==> src/hdl/np_regs_pkg.sv <==
// constants for the autonegotiation next-page register bank
package np_regs_pkg;
  // =====================================================
  // register addresses within the autonegotiation device
  localparam logic [15:0] addr_np_tx_word_low = 16'h0208;
  localparam logic [15:0] addr_np_tx_word_mid = 16'h0209;
  localparam logic [15:0] addr_np_tx_word_high = 16'h020A;
  localparam logic [15:0] addr_partner_np_word_low = 16'h020B;
  localparam logic [15:0] addr_partner_np_word_mid = 16'h020C;
  localparam logic [15:0] addr_partner_np_word_high = 16'h020D;
  // =====================================================
  // reset values
  localparam logic [15:0] rst_np_tx_word_low = 16'h2001;
  localparam logic [15:0] rst_np_tx_word_mid = 16'h0000;
  localparam logic [15:0] rst_np_tx_word_high = 16'h0000;
  localparam logic [15:0] rst_partner_word = 16'h0000;
  // =====================================================
  // field positions in the low words
  localparam int bit_more_pages = 15;
  localparam int bit_acknowledge = 14;
  localparam int bit_encoding = 13;
  localparam int bit_can_comply = 12;
  localparam int bit_toggle = 11;
  localparam int code_msb = 10;
  // =====================================================
  // message codes
  localparam logic [10:0] code_null = 11'h001;
  localparam logic [10:0] code_oui_tagged = 11'h005;
  localparam logic [10:0] code_device_id = 11'h006;
  // software-writable bits of the transmit low word
  localparam logic [15:0] tx_low_write_mask = 16'hB7FF;
endpackage : np_regs_pkg

==> src/hdl/autoneg_next_page_regs.sv <==
// next-page transmit and link-partner registers of the autonegotiation device
`timescale 1ns/1ps
module autoneg_next_page_regs (
  input wire logic clk, // 25 MHz core clock
  input wire logic nrst, // asynchronous reset, active low
  input wire logic an_reset, // autonegotiation soft reset, active high, level held for any number of cycles
  input wire logic reg_wr, // register write strobe
  input wire logic reg_rd, // register read strobe
  input wire logic [15:0] reg_addr, // register address in the device
  input wire logic [15:0] reg_wdata, // write data
  output logic [15:0] reg_rdata, // read data, registered
  output logic reg_hit, // address belongs to this bank
  input wire logic tx_page_acknowledge, // acknowledge bit from arbiter
  output logic [47:0] tx_page, // committed page, toggle bit zero
  output logic tx_page_commit, // one-cycle pulse on page commit
  input wire logic [47:0] partner_page // live received partner page
);
  // =====================================================
  // register state
  logic [15:0] tx_low;
  logic [15:0] tx_mid;
  logic [15:0] tx_high;
  logic [15:0] lp_mid;
  logic [15:0] lp_high;
  logic [47:0] next_tx_page;
  logic [15:0] next_tx_low;
  logic [15:0] next_tx_mid;
  logic [15:0] next_tx_high;
  logic [15:0] next_lp_mid;
  logic [15:0] next_lp_high;
  logic [15:0] next_rdata;
  logic next_commit;
  logic [15:0] tx_low_view;
  logic [15:0] lp_low_view;

  // acknowledge comes from the arbiter, toggle always reads zero
  always_comb begin
    tx_low_view = tx_low & np_regs_pkg::tx_low_write_mask;
    tx_low_view[np_regs_pkg::bit_acknowledge] = tx_page_acknowledge;
    lp_low_view = partner_page[15:0];
  end

  always_comb begin
    next_tx_low = tx_low;
    next_tx_mid = tx_mid;
    next_tx_high = tx_high;
    next_lp_mid = lp_mid;
    next_lp_high = lp_high;
    next_tx_page = tx_page;
    next_commit = 1'b0;
    if (an_reset) begin
      next_tx_low = np_regs_pkg::rst_np_tx_word_low;
      next_tx_mid = np_regs_pkg::rst_np_tx_word_mid;
      next_tx_high = np_regs_pkg::rst_np_tx_word_high;
    end else if (reg_wr) begin
      if (reg_addr == np_regs_pkg::addr_np_tx_word_low) begin
        // masked so the acknowledge and toggle bits never store
        next_tx_low = reg_wdata & np_regs_pkg::tx_low_write_mask;
        // relies on mid and high already written by software
        next_tx_page = {tx_high, tx_mid, next_tx_low};
        next_commit = 1'b1;
      end else if (reg_addr == np_regs_pkg::addr_np_tx_word_mid) begin
        next_tx_mid = reg_wdata;
      end else if (reg_addr == np_regs_pkg::addr_np_tx_word_high) begin
        next_tx_high = reg_wdata;
      end
    end
    if (reg_rd && reg_addr == np_regs_pkg::addr_partner_np_word_low) begin
      next_lp_mid = partner_page[31:16];
      next_lp_high = partner_page[47:32];
    end
  end

  always_comb begin
    reg_hit = (reg_addr >= np_regs_pkg::addr_np_tx_word_low) &&
              (reg_addr <= np_regs_pkg::addr_partner_np_word_high);
    next_rdata = 16'h0000;
    if (reg_rd) begin
      unique case (reg_addr)
        np_regs_pkg::addr_np_tx_word_low: next_rdata = tx_low_view;
        np_regs_pkg::addr_np_tx_word_mid: next_rdata = tx_mid;
        np_regs_pkg::addr_np_tx_word_high: next_rdata = tx_high;
        np_regs_pkg::addr_partner_np_word_low: next_rdata = lp_low_view;
        np_regs_pkg::addr_partner_np_word_mid: next_rdata = lp_mid;
        np_regs_pkg::addr_partner_np_word_high: next_rdata = lp_high;
        default: next_rdata = 16'h0000;
      endcase
    end else begin
      next_rdata = reg_rdata;
    end
  end

  always_ff @(posedge clk or negedge nrst) begin
    if (!nrst) begin
      tx_low <= np_regs_pkg::rst_np_tx_word_low;
      tx_mid <= np_regs_pkg::rst_np_tx_word_mid;
      tx_high <= np_regs_pkg::rst_np_tx_word_high;
      lp_mid <= np_regs_pkg::rst_partner_word;
      lp_high <= np_regs_pkg::rst_partner_word;
      tx_page <= {np_regs_pkg::rst_np_tx_word_high, np_regs_pkg::rst_np_tx_word_mid,
                  np_regs_pkg::rst_np_tx_word_low};
      tx_page_commit <= 1'b0;
      reg_rdata <= 16'h0000;
    end else begin
      tx_low <= next_tx_low;
      tx_mid <= next_tx_mid;
      tx_high <= next_tx_high;
      lp_mid <= next_lp_mid;
      lp_high <= next_lp_high;
      tx_page <= next_tx_page;
      tx_page_commit <= next_commit;
      reg_rdata <= next_rdata;
    end
  end

  // =====================================================
  // checks on the transmit words
  // soft reset must win over a write in the same cycle
  a_reset_null_page: assert property (@(posedge clk) disable iff (!nrst)
    an_reset |=> tx_low == np_regs_pkg::rst_np_tx_word_low &&
    tx_mid == np_regs_pkg::rst_np_tx_word_mid && tx_high == np_regs_pkg::rst_np_tx_word_high)
    else $error("autoneg reset did not restore null page");
  a_ack_read_only: assert property (@(posedge clk) disable iff (!nrst)
    reg_wr && !an_reset && reg_addr == np_regs_pkg::addr_np_tx_word_low |=>
    tx_low[np_regs_pkg::bit_acknowledge] == 1'b0)
    else $error("acknowledge bit stored from software");
  a_ack_read_view: assert property (@(posedge clk) disable iff (!nrst)
    reg_rd && reg_addr == np_regs_pkg::addr_np_tx_word_low |=>
    reg_rdata[np_regs_pkg::bit_acknowledge] == $past(tx_page_acknowledge))
    else $error("acknowledge bit not shown on low word read");
  a_toggle_zero: assert property (@(posedge clk) disable iff (!nrst)
    reg_rd && reg_addr == np_regs_pkg::addr_np_tx_word_low |=>
    reg_rdata[np_regs_pkg::bit_toggle] == 1'b0)
    else $error("toggle bit read nonzero");
  a_code_write: assert property (@(posedge clk) disable iff (!nrst)
    reg_wr && !an_reset && reg_addr == np_regs_pkg::addr_np_tx_word_low |=>
    tx_low[np_regs_pkg::code_msb:0] == $past(reg_wdata[np_regs_pkg::code_msb:0]) &&
    tx_low[np_regs_pkg::bit_more_pages] == $past(reg_wdata[np_regs_pkg::bit_more_pages]))
    else $error("code or request bit not stored");
  a_encoding_write: assert property (@(posedge clk) disable iff (!nrst)
    reg_wr && !an_reset && reg_addr == np_regs_pkg::addr_np_tx_word_low |=>
    tx_low[np_regs_pkg::bit_encoding] == $past(reg_wdata[np_regs_pkg::bit_encoding]))
    else $error("encoding bit not stored");
  a_comply_write: assert property (@(posedge clk) disable iff (!nrst)
    reg_wr && !an_reset && reg_addr == np_regs_pkg::addr_np_tx_word_low |=>
    tx_low[np_regs_pkg::bit_can_comply] == $past(reg_wdata[np_regs_pkg::bit_can_comply]))
    else $error("can-comply bit not stored");
  a_mid_write: assert property (@(posedge clk) disable iff (!nrst)
    reg_wr && !an_reset && reg_addr == np_regs_pkg::addr_np_tx_word_mid |=>
    tx_mid == $past(reg_wdata))
    else $error("mid word not stored");
  a_high_write: assert property (@(posedge clk) disable iff (!nrst)
    reg_wr && !an_reset && reg_addr == np_regs_pkg::addr_np_tx_word_high |=>
    tx_high == $past(reg_wdata))
    else $error("high word not stored");
  a_tx_mid_read: assert property (@(posedge clk) disable iff (!nrst)
    reg_rd && reg_addr == np_regs_pkg::addr_np_tx_word_mid |=>
    reg_rdata == $past(tx_mid))
    else $error("mid word read mismatch");
  a_tx_high_read: assert property (@(posedge clk) disable iff (!nrst)
    reg_rd && reg_addr == np_regs_pkg::addr_np_tx_word_high |=>
    reg_rdata == $past(tx_high))
    else $error("high word read mismatch");
  a_rdata_hold: assert property (@(posedge clk) disable iff (!nrst)
    !reg_rd |=>
    $stable(reg_rdata))
    else $error("read data changed without a read");
  // the page only moves on a committed low write
  a_page_commit: assert property (@(posedge clk) disable iff (!nrst)
    reg_wr && !an_reset && reg_addr == np_regs_pkg::addr_np_tx_word_low |=>
    tx_page_commit && tx_page[47:32] == $past(tx_high) &&
    tx_page[31:16] == $past(tx_mid) && tx_page[15:0] == tx_low)
    else $error("page not committed on low write");
  a_commit_quiet: assert property (@(posedge clk) disable iff (!nrst)
    !(reg_wr && !an_reset && reg_addr == np_regs_pkg::addr_np_tx_word_low) |=>
    !tx_page_commit && $stable(tx_page))
    else $error("page changed without a low write");
  a_page_flags_zero: assert property (@(posedge clk) disable iff (!nrst)
    tx_page[np_regs_pkg::bit_toggle] == 1'b0 &&
    tx_page[np_regs_pkg::bit_acknowledge] == 1'b0)
    else $error("committed page carries toggle or acknowledge");
  // =====================================================
  // checks on the partner words
  // latched words must not drift between two low reads
  a_partner_low: assert property (@(posedge clk) disable iff (!nrst)
    reg_rd && reg_addr == np_regs_pkg::addr_partner_np_word_low |=>
    reg_rdata == $past(partner_page[15:0]))
    else $error("partner low word mismatch");
  a_partner_code: assert property (@(posedge clk) disable iff (!nrst)
    reg_rd && reg_addr == np_regs_pkg::addr_partner_np_word_low |=>
    reg_rdata[np_regs_pkg::bit_encoding] == $past(partner_page[np_regs_pkg::bit_encoding]) &&
    reg_rdata[np_regs_pkg::code_msb:0] == $past(partner_page[np_regs_pkg::code_msb:0]))
    else $error("partner encoding or code mismatch");
  a_partner_latch: assert property (@(posedge clk) disable iff (!nrst)
    reg_rd && reg_addr == np_regs_pkg::addr_partner_np_word_low |=>
    lp_mid == $past(partner_page[31:16]) && lp_high == $past(partner_page[47:32]))
    else $error("partner words not latched on low read");
  a_partner_hold: assert property (@(posedge clk) disable iff (!nrst)
    !(reg_rd && reg_addr == np_regs_pkg::addr_partner_np_word_low) |=>
    $stable(lp_mid) && $stable(lp_high))
    else $error("partner latch changed without a low read");
  a_refused_write: assert property (@(posedge clk) disable iff (!nrst)
    reg_wr && reg_addr == np_regs_pkg::addr_partner_np_word_mid |=>
    $stable(lp_mid))
    else $error("partner mid word took a write");
  a_partner_mid_read: assert property (@(posedge clk) disable iff (!nrst)
    reg_rd && reg_addr == np_regs_pkg::addr_partner_np_word_mid |=>
    reg_rdata == $past(lp_mid))
    else $error("partner mid read not the latched value");
  a_partner_high_read: assert property (@(posedge clk) disable iff (!nrst)
    reg_rd && reg_addr == np_regs_pkg::addr_partner_np_word_high |=>
    reg_rdata == $past(lp_high))
    else $error("partner high read not the latched value");
endmodule : autoneg_next_page_regs

==> config.mk <==
export PLATFORM = sky130hd
export DESIGN_NAME = autoneg_next_page_regs
export DESIGN_NICKNAME = d
export VERILOG_FILES = /design/src/hdl/np_regs_pkg.sv /design/src/hdl/autoneg_next_page_regs.sv
export SDC_FILE = /design/constraint.sdc
export NUM_CORES = 1
export LEC_CHECK = 0
export BUFFER_PORTS_ARGS = -buffer_cell sky130_fd_sc_hd__buf_2
export CAP_MARGIN = 5
export CORE_UTILIZATION = 49
export DETAILED_ROUTE_END_ITERATION = 8
export GPL_TIMING_DRIVEN = 0
export PLACE_DENSITY = 0.76
export SLEW_MARGIN = 20
export SYNTH_ARGS = -nofsm -noshare
export SYNTH_HDL_FRONTEND = slang
export SYNTH_SLANG_ARGS = --single-unit
==> constraint.sdc <==
create_clock -name clk -period 1.17 [get_ports clk]
set_input_delay 0.0585 -clock clk [delete_from_list [all_inputs] [get_ports clk]]
set_output_delay 0.0585 -clock clk [all_outputs]
set_load 0.005 [all_outputs]
==> impl_metrics.env, run 1 <==
export IMPL_die_w_um=118
export IMPL_cts_num_sinks=141
export IMPL_setup_viol=140
export IMPL_fin_crit_sh_pct=131
export IMPL_cts_buffer_depth=2
export IMPL_vdd_drop_max_mv=0.920
export IMPL_r2r_end="reg_rdata[2]"
export IMPL_viasPerCell=6.13
export IMPL_coreArea_um2=13200
export IMPL_synth_ff_type="dfrtp_1"
export IMPL_worstSetupPathType="in2reg"
export IMPL_multi_input_area_um2=3500
export IMPL_violations="negative setup slack"
export IMPL_power_density_nw_per_um2=1100
export IMPL_min_to="tx_page_commit"
export IMPL_path_clk_slew_ns=0.06
export IMPL_cp_required_ns=1.48
export IMPL_final_core_util_pct=77.3
export IMPL_p_switching_mw=2.59
export IMPL_p_clk_share_pct=47.3
export IMPL_synth_seq_cells=141
export IMPL_r2r_cells=4
export IMPL_hold_viol=0
export IMPL_rsz0062_at_grt="yes"
export IMPL_min_period_ns=1.53
export IMPL_routed_via_count=6182
export IMPL_wl_um=23800
export IMPL_seq_power_share_pct=44.1
export IMPL_path_max_fanout=5
export IMPL_cts_tree="yes"
export IMPL_ys_seq_area_share_pct=53.5
export IMPL_worstSetupStartpointType="primary input"
export IMPL_holdPathStages=4
export IMPL_place_congestion=0.915
export IMPL_hp_class="in2reg"
export IMPL_syn2layout_area_growth_pct=54.3
export IMPL_pwr_share_comb_pct=8.6
export IMPL_synth_area_um2=6610
export IMPL_dpl_hpwl_um=14300
export IMPL_io_buffers=147
export IMPL_clk_latency_ns=0.43
export IMPL_numCtsBuffers=17
export IMPL_first_pass_iters=6
export IMPL_cts_root_buf="clkbuf_16"
export IMPL_start_util_pct=50.1
export IMPL_antenna_found_initial=0
export IMPL_maxSlewViolCount=0
export IMPL_synth_enable_flop_cells=0
export IMPL_nNetsFinal=905
export IMPL_cap_viol_max_count=0
export IMPL_wl_per_cell_um=23.6
export IMPL_drtIter0Drc=725
export IMPL_layout_commonest_cell="buf_2"
export IMPL_seq_area_um2=3530
export IMPL_dieArea_um2=14000
export IMPL_syn_inst=552
export IMPL_grt_overflow_total=0
export IMPL_htree_levels=4
export IMPL_p_int_mw=8.63
export IMPL_end_kind="register"
export IMPL_swShare_pct=23.1
export IMPL_ant_nets=0
export IMPL_drive_gt1_share_pct=55.6
export IMPL_rrSetupSlack_ns=-0.16
export IMPL_worst_slack_ns=-0.357
export IMPL_drc=0
export IMPL_grt_max_degree=92
export IMPL_grt_pass1_wl_um=34000
export IMPL_fp_row_count=42
export IMPL_hold_start="reg_addr[5]"
export IMPL_slew_headroom_pct=48.0
export IMPL_power_mw=11.2
export IMPL_fin_worst_skew_ns=0.00855
export IMPL_layout_cells_most_common_list="buf_2, dfrtp_1, mux2_4, dlygate4sd3_1, buf_4"
export IMPL_worst_slew_pin_slew_ns=0.780
export IMPL_grt_usage_pct=32.9
export IMPL_fillCellCount=794
export IMPL_antenna_cells=0
export IMPL_ios=152
export IMPL_worstReg2RegStart="tx_high[2]"
export IMPL_place_area_um2=7880
export IMPL_syn_area_per_cell_um2=12.0
export IMPL_critPathArrivalTime_ns=1.83
export IMPL_ys_types=39
export IMPL_status="finished with violations"
export IMPL_stdcell_area_um2=10200
export IMPL_die_h_um=118
export IMPL_grt_pass1_vias=6039
export IMPL_timing_fmax_mhz=655
export IMPL_yosysWarnings=0
export IMPL_p_leak_nw=4.82
export IMPL_async_flop_share_pct=100
==> metrics by stage <==
| step | setup WS (ns) | hold WS [ns] | TNS (ns) | cells |
|---|---|---|---|---|
| 2_1_floorplan | -0.535 | -0.237 | -45.60 | 553 |
| 5_1_grt | -0.399 | 0.0692 | -35.99 | 1008 |
| 4_1_cts | -0.284 | 0.0101 | -21.19 | 992 |
| 3_5_place_dp | -0.945 | -0.00622 | -100.86 | 877 |
| 3_3_place_gp | -1.87 | 0.281 | -349.65 | 876 |
| 6_report | -0.357 | 0.0607 | -29.96 | 1008 |
==> layer usage <==
| layer | part of all wire (%) | vias up | global-route usage [%] |
|---|---|---|---|
| li1 | - | 2574 | - |
| met1 | 39 | 3093 | 41.3 |
| met2 | 48 | 419 | 53.1 |
| met3 | 8.6 | 96 | 9.31 |
| met4 | 4.5 | 0 | 14.3 |
| met5 | 0 | - | 0 |
==> cells in the mapped netlist (2+ instances only) <==
cell type	count	share of area (%)
a21oi_1	46	3.5
nor4b_4	2	0.72
buf_6	8	1.4
dfrtp_1	137	52
nor2_1	3	0.17
nor3_1	2	0.15
clkbuf_1	32	1.8
nand3b_1	3	0.34
and4_1	3	0.40
mux2_1	3	0.51
o22a_1	15	2.0
mux2_2	50	8.5
mux2i_1	15	2.3
nor2b_1	2	0.19
nand2_1	18	1.0
o22ai_1	14	1.3
buf_2	4	0.30
and3_1	3	0.28
dfstp_2	4	1.6
mux2_4	40	9.1
nand4_1	3	0.28
a31oi_1	2	0.19
a22oi_1	15	1.7
buf_1	6	0.34
buf_4	3	0.34
nor4_1	2	0.19
o21ai_0	59	4.5
and3b_1	2	0.27
nand3_1	45	3.4
a211o_1	2	0.27
==> worst max-delay path by stage <==
stage                  from     endpoint  slack (ns)  cells after the start
6_report       reg_addr[10]   lp_high[8]       -0.36                     10
5_1_grt        reg_addr[10]   lp_high[8]       -0.40                     10
4_1_cts        reg_addr[14]  tx_page[38]       -0.28                      9
3_5_place_dp    reg_addr[8]    lp_mid[4]       -0.94                      8
3_3_place_gp           nrst   lp_mid[12]       -1.87                      1
2_1_floorplan   reg_addr[8]  lp_high[10]       -0.54                      7
==> worst max-delay path, stage by stage <==
cell and delay [ns]:
buf_6 0.10, nor4b_4 0.26, buf_4 0.18, buf_6 0.10, and4_4 0.22, and4_1 0.20
buf_6 0.12, buf_12 0.12, clkbuf_16 0.15, mux2_4 0.30
==> power by group through the flow <==
| stage | registers, mW | logic, mW | clock network, mW |
|---|---|---|---|
| after global routing | 4.95 | 1.02 | 5.53 |
| after floorplan | 5.03 | 0.266 | 0 |
| after CTS | 4.94 | 0.878 | 5.31 |
| final | 4.95 | 0.965 | 5.31 |
| after global placement | 5.03 | 0.670 | 0 |
| after detailed placement | 5.03 | 0.700 | 0 |
==> layout make-up <==
cell class	instances	area share, %
clock buffers	25	4.76
inverters	1	0.0368
flip-flops and latches	141	34.7
well taps	176	2.16
clock inverters	7	0.859
multi-input cells	358	34.4
plain buffers	51	4.74
repair buffers	249	18.4
==> kinds of logic (layout without fill, tap and decap cells) <==
family	count (synthesis)	after routing	share of synthesized area [%]
buffers and inverters	54	333	4.22
AOI/OAI and AO/OA	154	154	13.6
muxes	108	108	20.4
DFF	141	141	53.5
and+or+nand+nor	94	94	8.31
other	1	2	0.0567
==> flip-flops by register name, summed over array words and instances, names as in the netlist <==
name / cells
lp_high: 16
tx_low: 14
tx_page: 46
tx_high: 16
tx_page_commit: 1
lp_mid: 16
reg_rdata: 16
tx_mid: 16
==> repair_timing <==
item                                    in CTS  in global routing
gates resized for setup                     69                151
pin swaps                                   33                 30
hold buffers                                53                  0
endpoints found under the setup margin     132                141
cloned                                       3                  6
setup buffers                               29                 14
hold endpoints to repair                   171                  0
No activity file was read; power rests on OpenSTA's default activity.
==> run 2, diff against run 1 <==
--- a/config.mk
+++ b/config.mk
@@ -10,7 +10,7 @@
 export CORE_UTILIZATION = 49
 export DETAILED_ROUTE_END_ITERATION = 8
 export GPL_TIMING_DRIVEN = 0
-export PLACE_DENSITY = 0.76
+export PLACE_DENSITY = 0.8
 export SLEW_MARGIN = 20
 export SYNTH_ARGS = -nofsm -noshare
 export SYNTH_HDL_FRONTEND = slang
==> run 2 against run 1 <==
Against the previous run: the flow still finishes with violations (negative setup slack); via count down 2.7%; final cell count decreased by 0.60%; wire length down 1.1%; sequential cell count unchanged; largest cell class unchanged; global-route usage is 0.12 points higher; fmax grew 4.9%; sequential share of layout area grew 0.99 points; critical path depth decreased by 1; critical path type unchanged; total power rose by 3.9%; clock skew increased by 0.00095 ns; setup slack better by 0.072 ns; sequential power about the same.
==> impl_metrics.env, run 2 (synthesis results as in run 1) <==
export IMPL_status="finished with violations"
export IMPL_violations="negative setup slack"
export IMPL_ant_nets=0
export IMPL_finalNonFillerCells=1002
export IMPL_path_clk_slew_ns=0.06
export IMPL_cts_buffer_depth=2
export IMPL_dp_cells=877
export IMPL_dieArea_um2=14000
export IMPL_fp_row_count=42
export IMPL_pwr_share_comb_pct=8.2
export IMPL_slew_headroom_pct=56.4
export IMPL_wl_per_cell_um=23.5
export IMPL_worstSetupPathType="in2reg"
export IMPL_antenna_found_initial=0
export IMPL_hp_class="in2reg"
export IMPL_grt_pass1_wl_um=34200
export IMPL_p_leak_nw=4.76
export IMPL_place_area_um2=7880
export IMPL_swShare_pct=22.7
export IMPL_cts_tree="yes"
export IMPL_grt_overflow_total=0
export IMPL_cp_required_ns=1.47
export IMPL_cap_viol_max_count=0
export IMPL_fin_crit_sh_pct=124
export IMPL_place_congestion=0.910
export IMPL_wl_um=23500
export IMPL_critPathArrivalTime_ns=1.76
export IMPL_p_int_mw=9.00
export IMPL_worst_slew_pin_slew_ns=0.654
export IMPL_largest_register="tx_page"
export IMPL_viasPerCell=6.00
export IMPL_dpl_hpwl_um=14400
export IMPL_cts_num_sinks=141
export IMPL_layout_cells_most_common_list="buf_2, dfrtp_1, mux2_4, dlygate4sd3_1, buf_4"
export IMPL_rsz0062_at_grt="yes"
export IMPL_htree_levels=4
export IMPL_min_period_ns=1.46
export IMPL_power_density_nw_per_um2=1180
export IMPL_cts_root_buf="clkbuf_16"
export IMPL_start_util_pct=50.1
export IMPL_drtIter0Drc=628
export IMPL_worstSetupStartpointType="primary input"
export IMPL_nNetsFinal=899
export IMPL_worst_slack_ns=-0.285
export IMPL_numCtsBuffers=17
export IMPL_hold_viol=0
export IMPL_path_max_fanout=10
export IMPL_p_clk_share_pct=49.3
export IMPL_fin_worst_skew_ns=0.00950
export IMPL_stdcell_area_um2=9920
export IMPL_io_buffers=147
export IMPL_setup_viol=123
export IMPL_largest_reg_flops=46
export IMPL_die_w_um=118
export IMPL_vdd_drop_max_mv=1.12
export IMPL_antenna_cells=0
export IMPL_p_switching_mw=2.65
export IMPL_routed_via_count=6015
export IMPL_grt_usage_pct=33.0
export IMPL_drive_gt1_share_pct=51.9
export IMPL_timing_fmax_mhz=687
export IMPL_drc=0
export IMPL_ios=152
export IMPL_layout_commonest_cell="buf_2"
export IMPL_syn2layout_area_growth_pct=50.0
export IMPL_grt_pass1_vias=6020
export IMPL_clk_latency_ns=0.43
export IMPL_first_pass_iters=5
export IMPL_power_mw=11.7
export IMPL_die_h_um=118
export IMPL_grt_max_degree=80
export IMPL_maxSlewViolCount=0
export IMPL_end_kind="register"
export IMPL_seq_power_share_pct=42.5
export IMPL_coreArea_um2=13200
==> run 2: cell types whose count changed in the layout (fill, tap and decap cells not counted), moves of 7 or more <==
cell | before | now
buf_6 | 15 | 7
a21oi_1 | 16 | 36
a21oi_2 | 30 | 9
nand3_2 | 20 | 10
nand3_4 | 7 | 0
nand3_1 | 18 | 35
==> run 2: path summary, 6_finish.rpt <==
kind	startpoint	to	slack, ns	depth (start not counted)
max	reg_addr[13]	tx_page[35]	-0.29	9
min	reg_rd	reg_rdata[6]	0.03	3
max reg2reg	tx_high[8]	reg_rdata[8]	-0.19	4
min reg2reg	reg_rdata[14]	reg_rdata[14]	0.50	1
max in group asynchronous	nrst	tx_low[13]	0.18	3
min in group asynchronous	nrst	tx_page[28]	0.22	2
==> run 2: per-layer routing <==
layer  part of all wire [%]  vias up  routed length, µm  global-route usage, %
li1                       -     2551                  -                      -
met1                     38     2959               9020                   41.5
met2                     49      413              11500                   54.0
met3                    8.3       92               1950                   7.48
met4                    4.5        0               1050                   15.7
met5                      0        -                  0                      0
==> run 2: worst max-delay path, stage by stage <==
cell     delay (ns)
buf_6          0.09
nor4b_4        0.24
buf_4          0.19
buf_12         0.11
nand4_4        0.09
or3_4          0.36
buf_12         0.16
buf_12         0.15
mux2_4         0.30
==> run 2: layout make-up <==
cell class,count,area [µm²]
clock inverter,12,168
multi-input combinational,358,3300
tap,176,220
fill,793,3270
sequential,141,3530
inverter,1,3.75
buffer,50,465
timing repair buffer,244,1760
clock buffer,20,457
==> run 2: timing repair <==
action	CTS	global route
pin swaps	36	11
gates resized for setup	79	78
cloned	1	3
endpoints found under the setup margin	132	141
buffers inserted	27	11
hold endpoints to repair	163	1
hold buffers	53	1
==> run 2: power groups by stage <==
stage                     Clock, mW  Sequential [mW]  Combinational, mW
final                          5.75             4.95              0.955
after floorplan                   0             5.03              0.266
after global routing           5.98             4.95               1.02
after global placement            0             5.03              0.670
after detailed placement          0             5.03              0.700
after CTS                      5.77             4.94              0.890
==> run 2: stage by stage <==
stage / setup TNS, ns / hold WS [ns] / util (%) / setup slack [ns]
global placement: -339.55 / 0.284 / 59.4 / -1.81
floorplan: -45.60 / -0.237 / - / -0.535
global route: -28.76 / 0.0101 / 75.2 / -0.314
detailed placement: -97.45 / 0.0885 / 59.7 / -0.890
CTS: -18.42 / 0.0128 / 72.6 / -0.247
finish: -23.92 / 0.0306 / 75.2 / -0.285
